===== src/hdl/sfsr_pkg.sv =====
// sfsr_pkg: offsets, bit positions and constants of the sensor fault/status register bank
package sfsr_pkg;
    // register byte offsets
    localparam logic [7:0]  OFS_FAULT    = 8'h24;
    localparam logic [7:0]  OFS_ADVISORY = 8'h26;
    localparam logic [7:0]  OFS_TEMP     = 8'h28;
    localparam logic [7:0]  OFS_FIELD    = 8'h2A;
    localparam logic [7:0]  OFS_HYST     = 8'h30;
    localparam logic [7:0]  OFS_FINE     = 8'h32;
    localparam logic [7:0]  OFS_ZCROSS   = 8'h34;
    localparam logic [7:0]  OFS_UNLOCK   = 8'h3C;
    // fault register bits
    localparam int B_UVA      = 2;
    localparam int B_DIGUV    = 3;
    localparam int B_OSC      = 4;
    localparam int B_UNCORR   = 5;
    localparam int B_ZCTO     = 6;
    localparam int B_LOCK     = 7;
    localparam int B_QUAD     = 8;
    localparam int B_AVGF     = 9;
    localparam int B_SUMMARY  = 11;
    // advisory register bits
    localparam int B_STRONG   = 1;
    localparam int B_OVERLAP  = 2;
    localparam int B_CLIP     = 4;
    localparam int B_CORR     = 5;
    localparam int B_THERM    = 6;
    localparam int B_EXTFAIL  = 7;
    localparam int B_SLEW     = 8;
    localparam int B_CHKSUM   = 10;
    localparam int B_IFACE    = 11;
    // angle word bits
    localparam int B_PARITY   = 12;
    localparam int B_LOWSUP   = 13;
    localparam int B_EFLAG    = 14;
    // mask word: 24 bits, fault masks in 11:0, advisory masks spread above
    localparam int MASK_W     = 24;
    localparam logic [15:0] FAULT_IMPL  = 16'h07FF;
    localparam logic [15:0] ADV_IMPL    = 16'h0DF6;
    // unlock key field and sequence
    localparam int KEY_LSB    = 8;
    localparam logic [7:0]  KEY_0 = 8'h00;
    localparam logic [7:0]  KEY_1 = 8'h27;
    localparam logic [7:0]  KEY_2 = 8'h81;
    localparam logic [7:0]  KEY_3 = 8'h1F;
    localparam logic [7:0]  KEY_4 = 8'h77;
    // temperature clamp, eighths of a degree relative to 25 C (-60 C, 180 C)
    localparam logic signed [15:0] TEMP_MIN = -16'sd680;
    localparam logic signed [15:0] TEMP_MAX = 16'sd1240;
    localparam logic [15:0] RESET_WORD = 16'h0000;
    typedef enum logic [2:0] {SFSR_K0, SFSR_K1, SFSR_K2, SFSR_K3, SFSR_K4} sfsr_key_t;
endpackage


===== src/hdl/sfsr_regs.sv =====
// sfsr_regs: latched fault/advisory words, measurement words, angle words and unlock key
module sfsr_regs (
    // clock and reset
    input  wire logic        ref_clk,
    input  wire logic        rst,
    // register access port
    input  wire logic [7:0]  reg_addr,
    input  wire logic        reg_rd,
    input  wire logic        reg_wr,
    input  wire logic [15:0] reg_wdata,
    output logic      [15:0] reg_rdata_q,
    // clear commands from the control word
    input  wire logic        clear_fault,
    input  wire logic        clear_advisory,
    // fault sources, bits 0..10; analog undervoltage feeds only the low supply bit of the angle words
    input  wire logic [10:0] fault_event,
    input  wire logic        digital_undervoltage,
    input  wire logic        analog_undervoltage,
    // advisory sources
    input  wire logic        strong_field_flag,
    input  wire logic        overlapping_access_flag,
    input  wire logic        clipping_flag,
    input  wire logic        corrected_memory_error,
    input  wire logic        extended_cmd_fail,
    input  wire logic        slew_limit_warning,
    input  wire logic        checksum_error,
    input  wire logic        bit_count_error,
    input  wire logic        data_bit15_error,
    input  wire logic        manchester_error,
    // measurements and configuration
    input  wire logic [23:0] mask_word,
    input  wire logic [15:0] temp_eighths,
    input  wire logic [11:0] field_gauss,
    input  wire logic [11:0] hyst_angle,
    input  wire logic [14:0] fine_angle,
    input  wire logic [11:0] zcross_angle,
    // status
    output logic             fault_summary_q,
    output logic             customer_unlocked_flag_q
);

    logic [15:0]             fault_q, fault_d, fault_seen_q, fault_seen_d;
    logic [15:0]             adv_q, adv_d, adv_seen_q, adv_seen_d;
    logic [15:0]             fault_set, adv_set, fmask, amask, fault_view, temp_word;
    logic [15:0]             rdata_d, hyst_word, zc_word;
    logic                    advisory_summary, low_supply_flag, eflag_d;
    logic                    unl_q, unl_d;
    sfsr_pkg::sfsr_key_t     key_q, key_d;
    logic [7:0]              key_in;
    logic signed [15:0]      temp_s, temp_c;

    // mask word spread onto register bit positions
    always_comb begin
        fmask = {4'h0, mask_word[11:0]};
        amask = {4'h0, mask_word[23:22], 1'b0, mask_word[20:16], 1'b0,
                 mask_word[14:13], 1'b0};
    end

    // temperature clamp
    always_comb begin
        temp_s = signed'(temp_eighths);
        if (temp_s < sfsr_pkg::TEMP_MIN) begin
            temp_c = sfsr_pkg::TEMP_MIN;
        end else if (temp_s > sfsr_pkg::TEMP_MAX) begin
            temp_c = sfsr_pkg::TEMP_MAX;
        end else begin
            temp_c = temp_s;
        end
        temp_word = {4'h0, temp_c[11:0]};
    end

    // event sources
    always_comb begin
        fault_set = {5'h00, fault_event};
        fault_set[sfsr_pkg::B_DIGUV] = fault_event[sfsr_pkg::B_DIGUV]
                                     | digital_undervoltage;
        adv_set = 16'h0000;
        adv_set[sfsr_pkg::B_STRONG]  = strong_field_flag;
        adv_set[sfsr_pkg::B_OVERLAP] = overlapping_access_flag;
        adv_set[sfsr_pkg::B_CLIP]    = clipping_flag;
        adv_set[sfsr_pkg::B_CORR]    = corrected_memory_error;
        adv_set[sfsr_pkg::B_THERM]   = (temp_s < sfsr_pkg::TEMP_MIN)
                                     | (temp_s > sfsr_pkg::TEMP_MAX);
        adv_set[sfsr_pkg::B_EXTFAIL] = extended_cmd_fail;
        adv_set[sfsr_pkg::B_SLEW]    = slew_limit_warning;
        adv_set[sfsr_pkg::B_CHKSUM]  = checksum_error;
        adv_set[sfsr_pkg::B_IFACE]   = bit_count_error | data_bit15_error
                                     | manchester_error;
    end

    // summaries are live so a masked bit never shows
    always_comb begin
        advisory_summary = |(adv_q & ~amask) & ~fmask[sfsr_pkg::B_SUMMARY];
        fault_view = fault_q;
        fault_view[sfsr_pkg::B_SUMMARY] = advisory_summary;
        low_supply_flag = (analog_undervoltage & ~fmask[sfsr_pkg::B_UVA])
                        | (digital_undervoltage & ~fmask[sfsr_pkg::B_DIGUV]);
        eflag_d = (|(fault_view & ~fmask)) | (|(adv_q & ~amask));
    end

    // latches: set wins over clear, and a clear only removes bits already read
    always_comb begin
        fault_seen_d = fault_seen_q;
        adv_seen_d   = adv_seen_q;
        fault_d      = fault_q;
        adv_d        = adv_q;
        if (clear_fault) begin
            fault_d      = fault_q & ~fault_seen_q;
            fault_seen_d = 16'h0000;
        end
        if (clear_advisory) begin
            adv_d      = adv_q & ~adv_seen_q;
            adv_seen_d = 16'h0000;
        end
        if (reg_rd && reg_addr == sfsr_pkg::OFS_FAULT) begin
            fault_seen_d = fault_q;
        end
        if (reg_rd && reg_addr == sfsr_pkg::OFS_ADVISORY) begin
            adv_seen_d = adv_q;
        end
        fault_d = (fault_d | fault_set) & sfsr_pkg::FAULT_IMPL;
        adv_d   = (adv_d | adv_set) & sfsr_pkg::ADV_IMPL;
    end

    // angle words with masked undervoltage, error flag and odd parity
    always_comb begin
        hyst_word = {1'b0, eflag_d, low_supply_flag, 1'b0, hyst_angle};
        hyst_word[sfsr_pkg::B_PARITY] = ~(^hyst_word);
        zc_word = {1'b0, eflag_d, low_supply_flag, 1'b0, zcross_angle};
        zc_word[sfsr_pkg::B_PARITY] = ~(^zc_word);
    end

    // unlock key sequence; any wrong value restarts, a lone 0x00 counts as first
    always_comb begin
        key_in = reg_wdata[sfsr_pkg::KEY_LSB +: 8];
        key_d  = key_q;
        unl_d  = unl_q;
        if (reg_wr && reg_addr == sfsr_pkg::OFS_UNLOCK) begin
            case (key_q)
                sfsr_pkg::SFSR_K0: key_d = (key_in == sfsr_pkg::KEY_0) ? sfsr_pkg::SFSR_K1
                                                                   : sfsr_pkg::SFSR_K0;
                sfsr_pkg::SFSR_K1: key_d = (key_in == sfsr_pkg::KEY_1) ? sfsr_pkg::SFSR_K2
                                        : (key_in == sfsr_pkg::KEY_0) ? sfsr_pkg::SFSR_K1
                                                                   : sfsr_pkg::SFSR_K0;
                sfsr_pkg::SFSR_K2: key_d = (key_in == sfsr_pkg::KEY_2) ? sfsr_pkg::SFSR_K3
                                        : (key_in == sfsr_pkg::KEY_0) ? sfsr_pkg::SFSR_K1
                                                                   : sfsr_pkg::SFSR_K0;
                sfsr_pkg::SFSR_K3: key_d = (key_in == sfsr_pkg::KEY_3) ? sfsr_pkg::SFSR_K4
                                        : (key_in == sfsr_pkg::KEY_0) ? sfsr_pkg::SFSR_K1
                                                                   : sfsr_pkg::SFSR_K0;
                sfsr_pkg::SFSR_K4: begin
                    key_d = (key_in == sfsr_pkg::KEY_0) ? sfsr_pkg::SFSR_K1 : sfsr_pkg::SFSR_K0;
                    if (key_in == sfsr_pkg::KEY_4) begin
                        unl_d = 1'b1;
                    end
                end
                default: key_d = sfsr_pkg::SFSR_K0;
            endcase
        end
    end

    // read mux, answered on the edge after the read strobe
    always_comb begin
        rdata_d = reg_rdata_q;
        if (reg_rd) begin
            case (reg_addr)
                sfsr_pkg::OFS_FAULT:    rdata_d = fault_view;
                sfsr_pkg::OFS_ADVISORY: rdata_d = adv_q;
                sfsr_pkg::OFS_TEMP:     rdata_d = temp_word;
                sfsr_pkg::OFS_FIELD:    rdata_d = {4'h0, field_gauss};
                sfsr_pkg::OFS_HYST:     rdata_d = hyst_word;
                sfsr_pkg::OFS_FINE:     rdata_d = {1'b0, fine_angle};
                sfsr_pkg::OFS_ZCROSS:   rdata_d = zc_word;
                sfsr_pkg::OFS_UNLOCK:   rdata_d = {15'h0000, unl_q};
                default:                rdata_d = sfsr_pkg::RESET_WORD;
            endcase
        end
    end

    always_ff @(posedge ref_clk) begin
        if (rst) begin
            fault_q                  <= sfsr_pkg::RESET_WORD;
            fault_seen_q             <= sfsr_pkg::RESET_WORD;
            adv_q                    <= sfsr_pkg::RESET_WORD;
            adv_seen_q               <= sfsr_pkg::RESET_WORD;
            reg_rdata_q              <= sfsr_pkg::RESET_WORD;
            key_q                    <= sfsr_pkg::SFSR_K0;
            unl_q                    <= 1'b0;
            fault_summary_q          <= 1'b0;
            customer_unlocked_flag_q <= 1'b0;
        end else begin
            fault_q                  <= fault_d;
            fault_seen_q             <= fault_seen_d;
            adv_q                    <= adv_d;
            adv_seen_q               <= adv_seen_d;
            reg_rdata_q              <= rdata_d;
            key_q                    <= key_d;
            unl_q                    <= unl_d;
            fault_summary_q          <= eflag_d;
            customer_unlocked_flag_q <= unl_d;
        end
    end

    // checks
    AST_DIGUV_SET: assert property (@(posedge ref_clk) disable iff (rst)
        digital_undervoltage |=> fault_q[sfsr_pkg::B_DIGUV])
        else $error("undervoltage not latched");
    AST_OSC_SET: assert property (@(posedge ref_clk) disable iff (rst)
        fault_event[sfsr_pkg::B_OSC] |=> fault_q[sfsr_pkg::B_OSC])
        else $error("oscillator fault not latched");
    AST_LOCK_HOLD: assert property (@(posedge ref_clk) disable iff (rst)
        fault_q[sfsr_pkg::B_LOCK] && !clear_fault |=> fault_q[sfsr_pkg::B_LOCK])
        else $error("lock loss dropped without clear");
    AST_UNREAD_SURVIVES: assert property (@(posedge ref_clk) disable iff (rst)
        clear_fault && !fault_seen_q[sfsr_pkg::B_AVGF] && fault_q[sfsr_pkg::B_AVGF]
        |=> fault_q[sfsr_pkg::B_AVGF])
        else $error("unread fault cleared");
    AST_ADV_CLEAR: assert property (@(posedge ref_clk) disable iff (rst)
        clear_advisory && adv_seen_q[sfsr_pkg::B_CLIP] && !clipping_flag
        |=> !adv_q[sfsr_pkg::B_CLIP])
        else $error("read advisory not cleared");
    AST_IFACE_SET: assert property (@(posedge ref_clk) disable iff (rst)
        (bit_count_error || manchester_error) |=> adv_q[sfsr_pkg::B_IFACE])
        else $error("interface fault not latched");
    AST_PARITY: assert property (@(posedge ref_clk) disable iff (rst)
        $past(reg_rd) && ($past(reg_addr) == sfsr_pkg::OFS_HYST) |-> ^reg_rdata_q)
        else $error("angle word parity even");
    AST_SUMMARY_MASK: assert property (@(posedge ref_clk) disable iff (rst)
        reg_rd && reg_addr == sfsr_pkg::OFS_FAULT && mask_word[sfsr_pkg::B_SUMMARY]
        |=> !reg_rdata_q[sfsr_pkg::B_SUMMARY])
        else $error("masked summary bit visible");
    AST_TEMP_CLAMP: assert property (@(posedge ref_clk) disable iff (rst)
        reg_rd && reg_addr == sfsr_pkg::OFS_TEMP && signed'(temp_eighths) > sfsr_pkg::TEMP_MAX
        |=> reg_rdata_q == {4'h0, sfsr_pkg::TEMP_MAX[11:0]} && adv_q[sfsr_pkg::B_THERM])
        else $error("temperature not clamped");
    AST_KEY_ZERO: assert property (@(posedge ref_clk) disable iff (rst)
        reg_rd && reg_addr == sfsr_pkg::OFS_UNLOCK |=> reg_rdata_q[15:1] == 15'h0000)
        else $error("key field reads nonzero");

    AST_UNCORR_SET: assert property (@(posedge ref_clk) disable iff (rst)
        fault_event[sfsr_pkg::B_UNCORR] |=> fault_q[sfsr_pkg::B_UNCORR])
        else $error("memory fault not latched");

    AST_ZCTO_SET: assert property (@(posedge ref_clk) disable iff (rst)
        fault_event[sfsr_pkg::B_ZCTO] |=> fault_q[sfsr_pkg::B_ZCTO])
        else $error("zero crossing timeout not latched");

    AST_QUAD_SET: assert property (@(posedge ref_clk) disable iff (rst)
        fault_event[sfsr_pkg::B_QUAD] |=> fault_q[sfsr_pkg::B_QUAD])
        else $error("encoder fault not latched");

    AST_AVGF_SET: assert property (@(posedge ref_clk) disable iff (rst)
        fault_event[sfsr_pkg::B_AVGF] |=> fault_q[sfsr_pkg::B_AVGF])
        else $error("averaging fault not latched");

    AST_STRONG_SET: assert property (@(posedge ref_clk) disable iff (rst)
        strong_field_flag |=> adv_q[sfsr_pkg::B_STRONG])
        else $error("strong field not latched");

    AST_OVERLAP_SET: assert property (@(posedge ref_clk) disable iff (rst)
        overlapping_access_flag |=> adv_q[sfsr_pkg::B_OVERLAP])
        else $error("overlapping access not latched");

    AST_CLIP_SET: assert property (@(posedge ref_clk) disable iff (rst)
        clipping_flag |=> adv_q[sfsr_pkg::B_CLIP])
        else $error("clipping not latched");

    AST_CORR_SET: assert property (@(posedge ref_clk) disable iff (rst)
        corrected_memory_error |=> adv_q[sfsr_pkg::B_CORR])
        else $error("corrected memory error not latched");

    AST_EXTFAIL_SET: assert property (@(posedge ref_clk) disable iff (rst)
        extended_cmd_fail |=> adv_q[sfsr_pkg::B_EXTFAIL])
        else $error("extended command failure not latched");

    AST_SLEW_SET: assert property (@(posedge ref_clk) disable iff (rst)
        slew_limit_warning |=> adv_q[sfsr_pkg::B_SLEW])
        else $error("slew warning not latched");

    AST_CHKSUM_SET: assert property (@(posedge ref_clk) disable iff (rst)
        checksum_error |=> adv_q[sfsr_pkg::B_CHKSUM])
        else $error("checksum error not latched");

    AST_BIT15_SET: assert property (@(posedge ref_clk) disable iff (rst)
        data_bit15_error |=> adv_q[sfsr_pkg::B_IFACE])
        else $error("data bit 15 error not latched");

    AST_TEMP_PASS: assert property (@(posedge ref_clk) disable iff (rst)
        reg_rd && reg_addr == sfsr_pkg::OFS_TEMP && !adv_set[sfsr_pkg::B_THERM]
        |=> reg_rdata_q == ($past(temp_eighths) & 16'h0FFF))
        else $error("temperature word altered");

    AST_TEMP_FLOOR: assert property (@(posedge ref_clk) disable iff (rst)
        reg_rd && reg_addr == sfsr_pkg::OFS_TEMP && signed'(temp_eighths) < sfsr_pkg::TEMP_MIN
        |=> reg_rdata_q == {4'h0, sfsr_pkg::TEMP_MIN[11:0]} && adv_q[sfsr_pkg::B_THERM])
        else $error("temperature not clamped low");

    AST_HYSTERESIS_ANGLE_WORD_ANGLE: assert property (@(posedge ref_clk) disable iff (rst)
        reg_rd && reg_addr == sfsr_pkg::OFS_HYST |=> reg_rdata_q[11:0] == $past(hyst_angle))
        else $error("hysteresis angle wrong");

    AST_ZC_ANGLE: assert property (@(posedge ref_clk) disable iff (rst)
        reg_rd && reg_addr == sfsr_pkg::OFS_ZCROSS |=> reg_rdata_q[11:0] == $past(zcross_angle))
        else $error("zero crossing angle wrong");

    AST_ZC_PARITY: assert property (@(posedge ref_clk) disable iff (rst)
        reg_rd && reg_addr == sfsr_pkg::OFS_ZCROSS |=> ^reg_rdata_q)
        else $error("zero crossing parity even");

    AST_LOWSUP_BIT: assert property (@(posedge ref_clk) disable iff (rst)
        reg_rd && reg_addr == sfsr_pkg::OFS_HYST && analog_undervoltage
        && !mask_word[sfsr_pkg::B_UVA] |=> reg_rdata_q[sfsr_pkg::B_LOWSUP])
        else $error("low supply bit missing");

    AST_EFLAG_BIT: assert property (@(posedge ref_clk) disable iff (rst)
        reg_rd && reg_addr == sfsr_pkg::OFS_HYST && mask_word == 24'h00_0000
        && fault_q != 16'h0000 |=> reg_rdata_q[sfsr_pkg::B_EFLAG])
        else $error("error flag missing");

    AST_ADV_SURVIVES: assert property (@(posedge ref_clk) disable iff (rst)
        clear_advisory && !adv_seen_q[sfsr_pkg::B_CLIP] && adv_q[sfsr_pkg::B_CLIP]
        |=> adv_q[sfsr_pkg::B_CLIP])
        else $error("unread advisory cleared");

    AST_UNLOCK_STICKY: assert property (@(posedge ref_clk) disable iff (rst)
        customer_unlocked_flag_q |=> customer_unlocked_flag_q)
        else $error("unlock dropped without reset");
    COV_UNLOCK: cover property (@(posedge ref_clk) disable iff (rst)
        !customer_unlocked_flag_q ##1 customer_unlocked_flag_q);
    COV_READ_CLEAR: cover property (@(posedge ref_clk) disable iff (rst)
        reg_rd && reg_addr == sfsr_pkg::OFS_FAULT && fault_q != 16'h0000 ##[1:4] clear_fault);
    COV_SUMMARY: cover property (@(posedge ref_clk) disable iff (rst) fault_summary_q);
    COV_UNREAD_KEPT: cover property (@(posedge ref_clk) disable iff (rst)
        clear_fault && !fault_seen_q[sfsr_pkg::B_AVGF] && fault_q[sfsr_pkg::B_AVGF]);
    COV_CLAMP: cover property (@(posedge ref_clk) disable iff (rst)
        reg_rd && reg_addr == sfsr_pkg::OFS_TEMP && adv_set[sfsr_pkg::B_THERM]);

endmodule


===== config.mk =====
export PLATFORM = sky130hd
export DESIGN_NAME = sfsr_regs
export DESIGN_NICKNAME = d
export VERILOG_FILES = /design/src/hdl/sfsr_pkg.sv /design/src/hdl/sfsr_regs.sv
export SDC_FILE = /design/constraint.sdc
export NUM_CORES = 1
export LEC_CHECK = 0
export BUFFER_PORTS_ARGS = -buffer_cell sky130_fd_sc_hd__buf_4
export CORE_AREA = 2 2 94 96
export DETAILED_ROUTE_END_ITERATION = 10
export DIE_AREA = 0 0 96 98
export PLACE_DENSITY_LB_ADDON = 0.3
export SYNTH_ARGS = -nofsm -noshare
export SYNTH_HDL_FRONTEND = slang
export SYNTH_SLANG_ARGS = --single-unit

===== constraint.sdc =====
create_clock -name ref_clk -period 4.8 [get_ports ref_clk]
set_input_delay 0.24 -clock ref_clk [delete_from_list [all_inputs] [get_ports ref_clk]]
set_output_delay 0.24 -clock ref_clk [all_outputs]
set_load 0.1 [all_outputs]

==> flow_metrics.tcl <==
set metrics [dict create \
    cts-buffers-inserted 9 \
    areaGrowthSynthToFinish_pct 34.3 \
    power.share.clock_pct 37.9 \
    ir_drop_v 0.000156 \
    drive_gt1_share_pct 30.7 \
    vias 4126 \
    clk_pin_slew_worst_paths_ns 0.08 \
    grt_pass1_wl_um 19400 \
    clockBufferDepth 2 \
    async_flop_share_pct 0 \
    status "finished, final reports clean" \
    drt-initial-drc-count 223 \
    h-tree-depth 3 \
    post_cts_buffers 0 \
    core_mm2 0.00847 \
    initial_core_util_pct 44.0 \
    cts_tree "done" \
    nFillCells 814 \
    synth-seq-cells 60 \
    gp_congestion 0.966 \
    ios 162 \
    holdBufCountCts 0 \
    mostFrequentLayoutCell "buf_4" \
    syn_area_per_cell_um2 8.00 \
    worstMarginPinSlew_ns 1.10 \
    finalSetupViolCount 0 \
    cap_violations 0 \
    ys_top_cells_by_area "dfxtp_1 32%, a21oi_1 6.7%, nand2_1 5.5%" \
    slew_headroom_pct 26.0 \
    finalCoreUtilization_pct 59.0 \
    period_needed_ns 2.28 \
    routed.top_layer "met4" \
    cts_root_buffer "clkbuf_8" \
    antenna_found_initial 0 \
    synth_ff_type "dfxtp_1" \
    skew_ns 0.00930 \
    wirelength_um 12700 \
    post_cts_resized 0 \
    yosys.area.top_type_share_pct 32.3 \
    syn_area_mm2 0.00372 \
    antennaDiodeCount 0 \
    rows 34 \
    grt_max_degree 62 \
    die_w_um 96 \
    dieArea_mm2 0.00941 \
    tns_ns 0 \
    portBuffers 149 \
    clock_sinks 60 \
    power_frac_seq_pct 42.3 \
    cellLeakagePower_nw 1.97 \
    crit_arrival_ns 2.55 \
    wl_met2_um 6170 \
    met1_length_um 5100 \
    critPathKind "reg -> reg" \
    crit_required_ns 5.07 \
    synth-warning-count 0 \
    drtPass1Iterations 4 \
    nets 738 \
    rsz0062_at_grt "no" \
    dp_hpwl_um 9760 \
    final_cell_mix "149 x buf_4, 60 x dfxtp_1, 55 x nand2_1" \
    comb_power_share_pct 19.8 \
    p_sw_uw 360 \
    vias_per_cell 5.84 \
    p_sw_share_pct 29.0 \
    synth_cell_types 73 \
    synth_edf_count 0 \
    endpoint_kind "flip-flop" \
    power_density_mw_per_mm2 248 \
    hold_viol_final 0 \
    drc_errors 0 \
    grt_usage_pct 26.5 \
    synth-seq-area-share_pct 32.3 \
    grt_pass1_vias 3920 \
    clk_latency_ns 0.35 \
    syn_nets 609 \
    synth_cells 465 \
    cp_max_fo 5 \
    max_freq_mhz 439 \
    die_y_um 98 \
    wl_per_cell_um 17.9 \
    fin_crit_sh_pct 47.5 \
    p_int_uw 882 \
    grt_overflow_total 0 \
    yosysTopAreaCell "dfxtp_1" \
    drv_slew 0 \
    ant_nets 0 \
    min_path_type "in -> reg" \
    wl_met3_um 1140 \
    crit_path_start_kind "flip-flop" \
]
## power groups by stage
stage	registers [mW]	logic, mW	clock network (mW)
3_5_place_dp	0.537	0.242	0
3_3_place_gp	0.537	0.240	0
5_1_grt	0.527	0.263	0.499
2_1_floorplan	0.535	0.120	0
6_report	0.526	0.246	0.470
4_1_cts	0.525	0.243	0.474
## critical path, stage by stage (launching register included)
cell	delay [ns]
dfxtp_1	0.34
inv_1	0.09
o22ai_1	0.09
nor4_1	0.93
nand4_1	0.25
and3_1	0.26
o32ai_1	0.23
## synthesized netlist by cell type, types with 7 or more instances
| cell | instances |
|---|---|
| nor2_1 | 45 |
| dfxtp_1 | 60 |
| nand3b_1 | 13 |
| nand3_1 | 13 |
| xnor2_1 | 17 |
| nor2b_1 | 7 |
| a221oi_1 | 8 |
| nor3_1 | 7 |
| a22o_1 | 7 |
| a21oi_1 | 50 |
| nand2_1 | 55 |
| nand2b_1 | 9 |
| clkbuf_1 | 15 |
| nor3b_1 | 10 |
| a22oi_1 | 11 |
| o21ai_0 | 10 |
| inv_1 | 14 |
## path summary, 6_finish.rpt
| path | start | endpoint | slack, ns | cells past startpoint |
|---|---|---|---|---|
| setup / recovery | adv_q[2]$_SDFF_PP0_ | reg_rdata_q[12]$_SDFFE_PP0P_ | 2.52 | 6 |
| hold / removal | fault_event[5] | fault_q[5]$_SDFF_PP0_ | 0.09 | 3 |
| setup reg to reg | adv_q[2]$_SDFF_PP0_ | reg_rdata_q[12]$_SDFFE_PP0P_ | 2.52 | 6 |
| hold reg to reg | reg_rdata_q[8]$_SDFFE_PP0P_ | reg_rdata_q[8]$_SDFFE_PP0P_ | 0.47 | 1 |
## registers in the layout, indices dropped and copies added (netlist names)
| name | flops |
|---|---|
| adv_q | 9 |
| fault_summary_q | 1 |
| unl_q | 1 |
| key_q | 3 |
| fault_seen_q | 11 |
| fault_q | 11 |
| adv_seen_q | 9 |
| reg_rdata_q | 15 |
## cells by family after synthesis
family          share of synthesized area [%]
compound gates                           26.2
other cells                             0.101
flops                                    32.3
xor+xnor                                 5.68
simple gates                             28.1
buf+inv                                  6.19
mux                                      1.38
## cell type report
cell class | count | area [µm²] | share of cell area (%)
Multi-Input combinational cell | 360 | 2290 | 45.8
Clock inverter | 7 | 76.3 | 1.53
Tap cell | 108 | 135 | 2.70
Clock buffer | 9 | 124 | 2.48
Sequential cell | 60 | 1200 | 24.0
Inverter | 14 | 52.6 | 1.05
Timing Repair Buffer | 149 | 1120 | 22.4
## metrics by stage
step	hold WS, ns	instance area [µm²]	cells	power, mW	setup slack, ns
3_5_place_dp	0.454	4800	691	0.780	2.24
2_1_floorplan	0.357	3720	465	0.655	3.04
5_1_grt	0.0984	5000	707	1.29	2.41
4_1_cts	0.0847	5000	707	1.24	2.53
6_report	0.0878	5000	707	1.24	2.52
3_3_place_gp	0.441	4800	691	0.776	2.30
## routing by layer
layer,vias to the layer above,GRT usage (%)
met5,-,0
met4,0,10.2
met3,26,4.71
met2,208,43.5
met1,1932,34.3
li1,1960,-
Note: power is estimated with default switching activity, not from simulation.
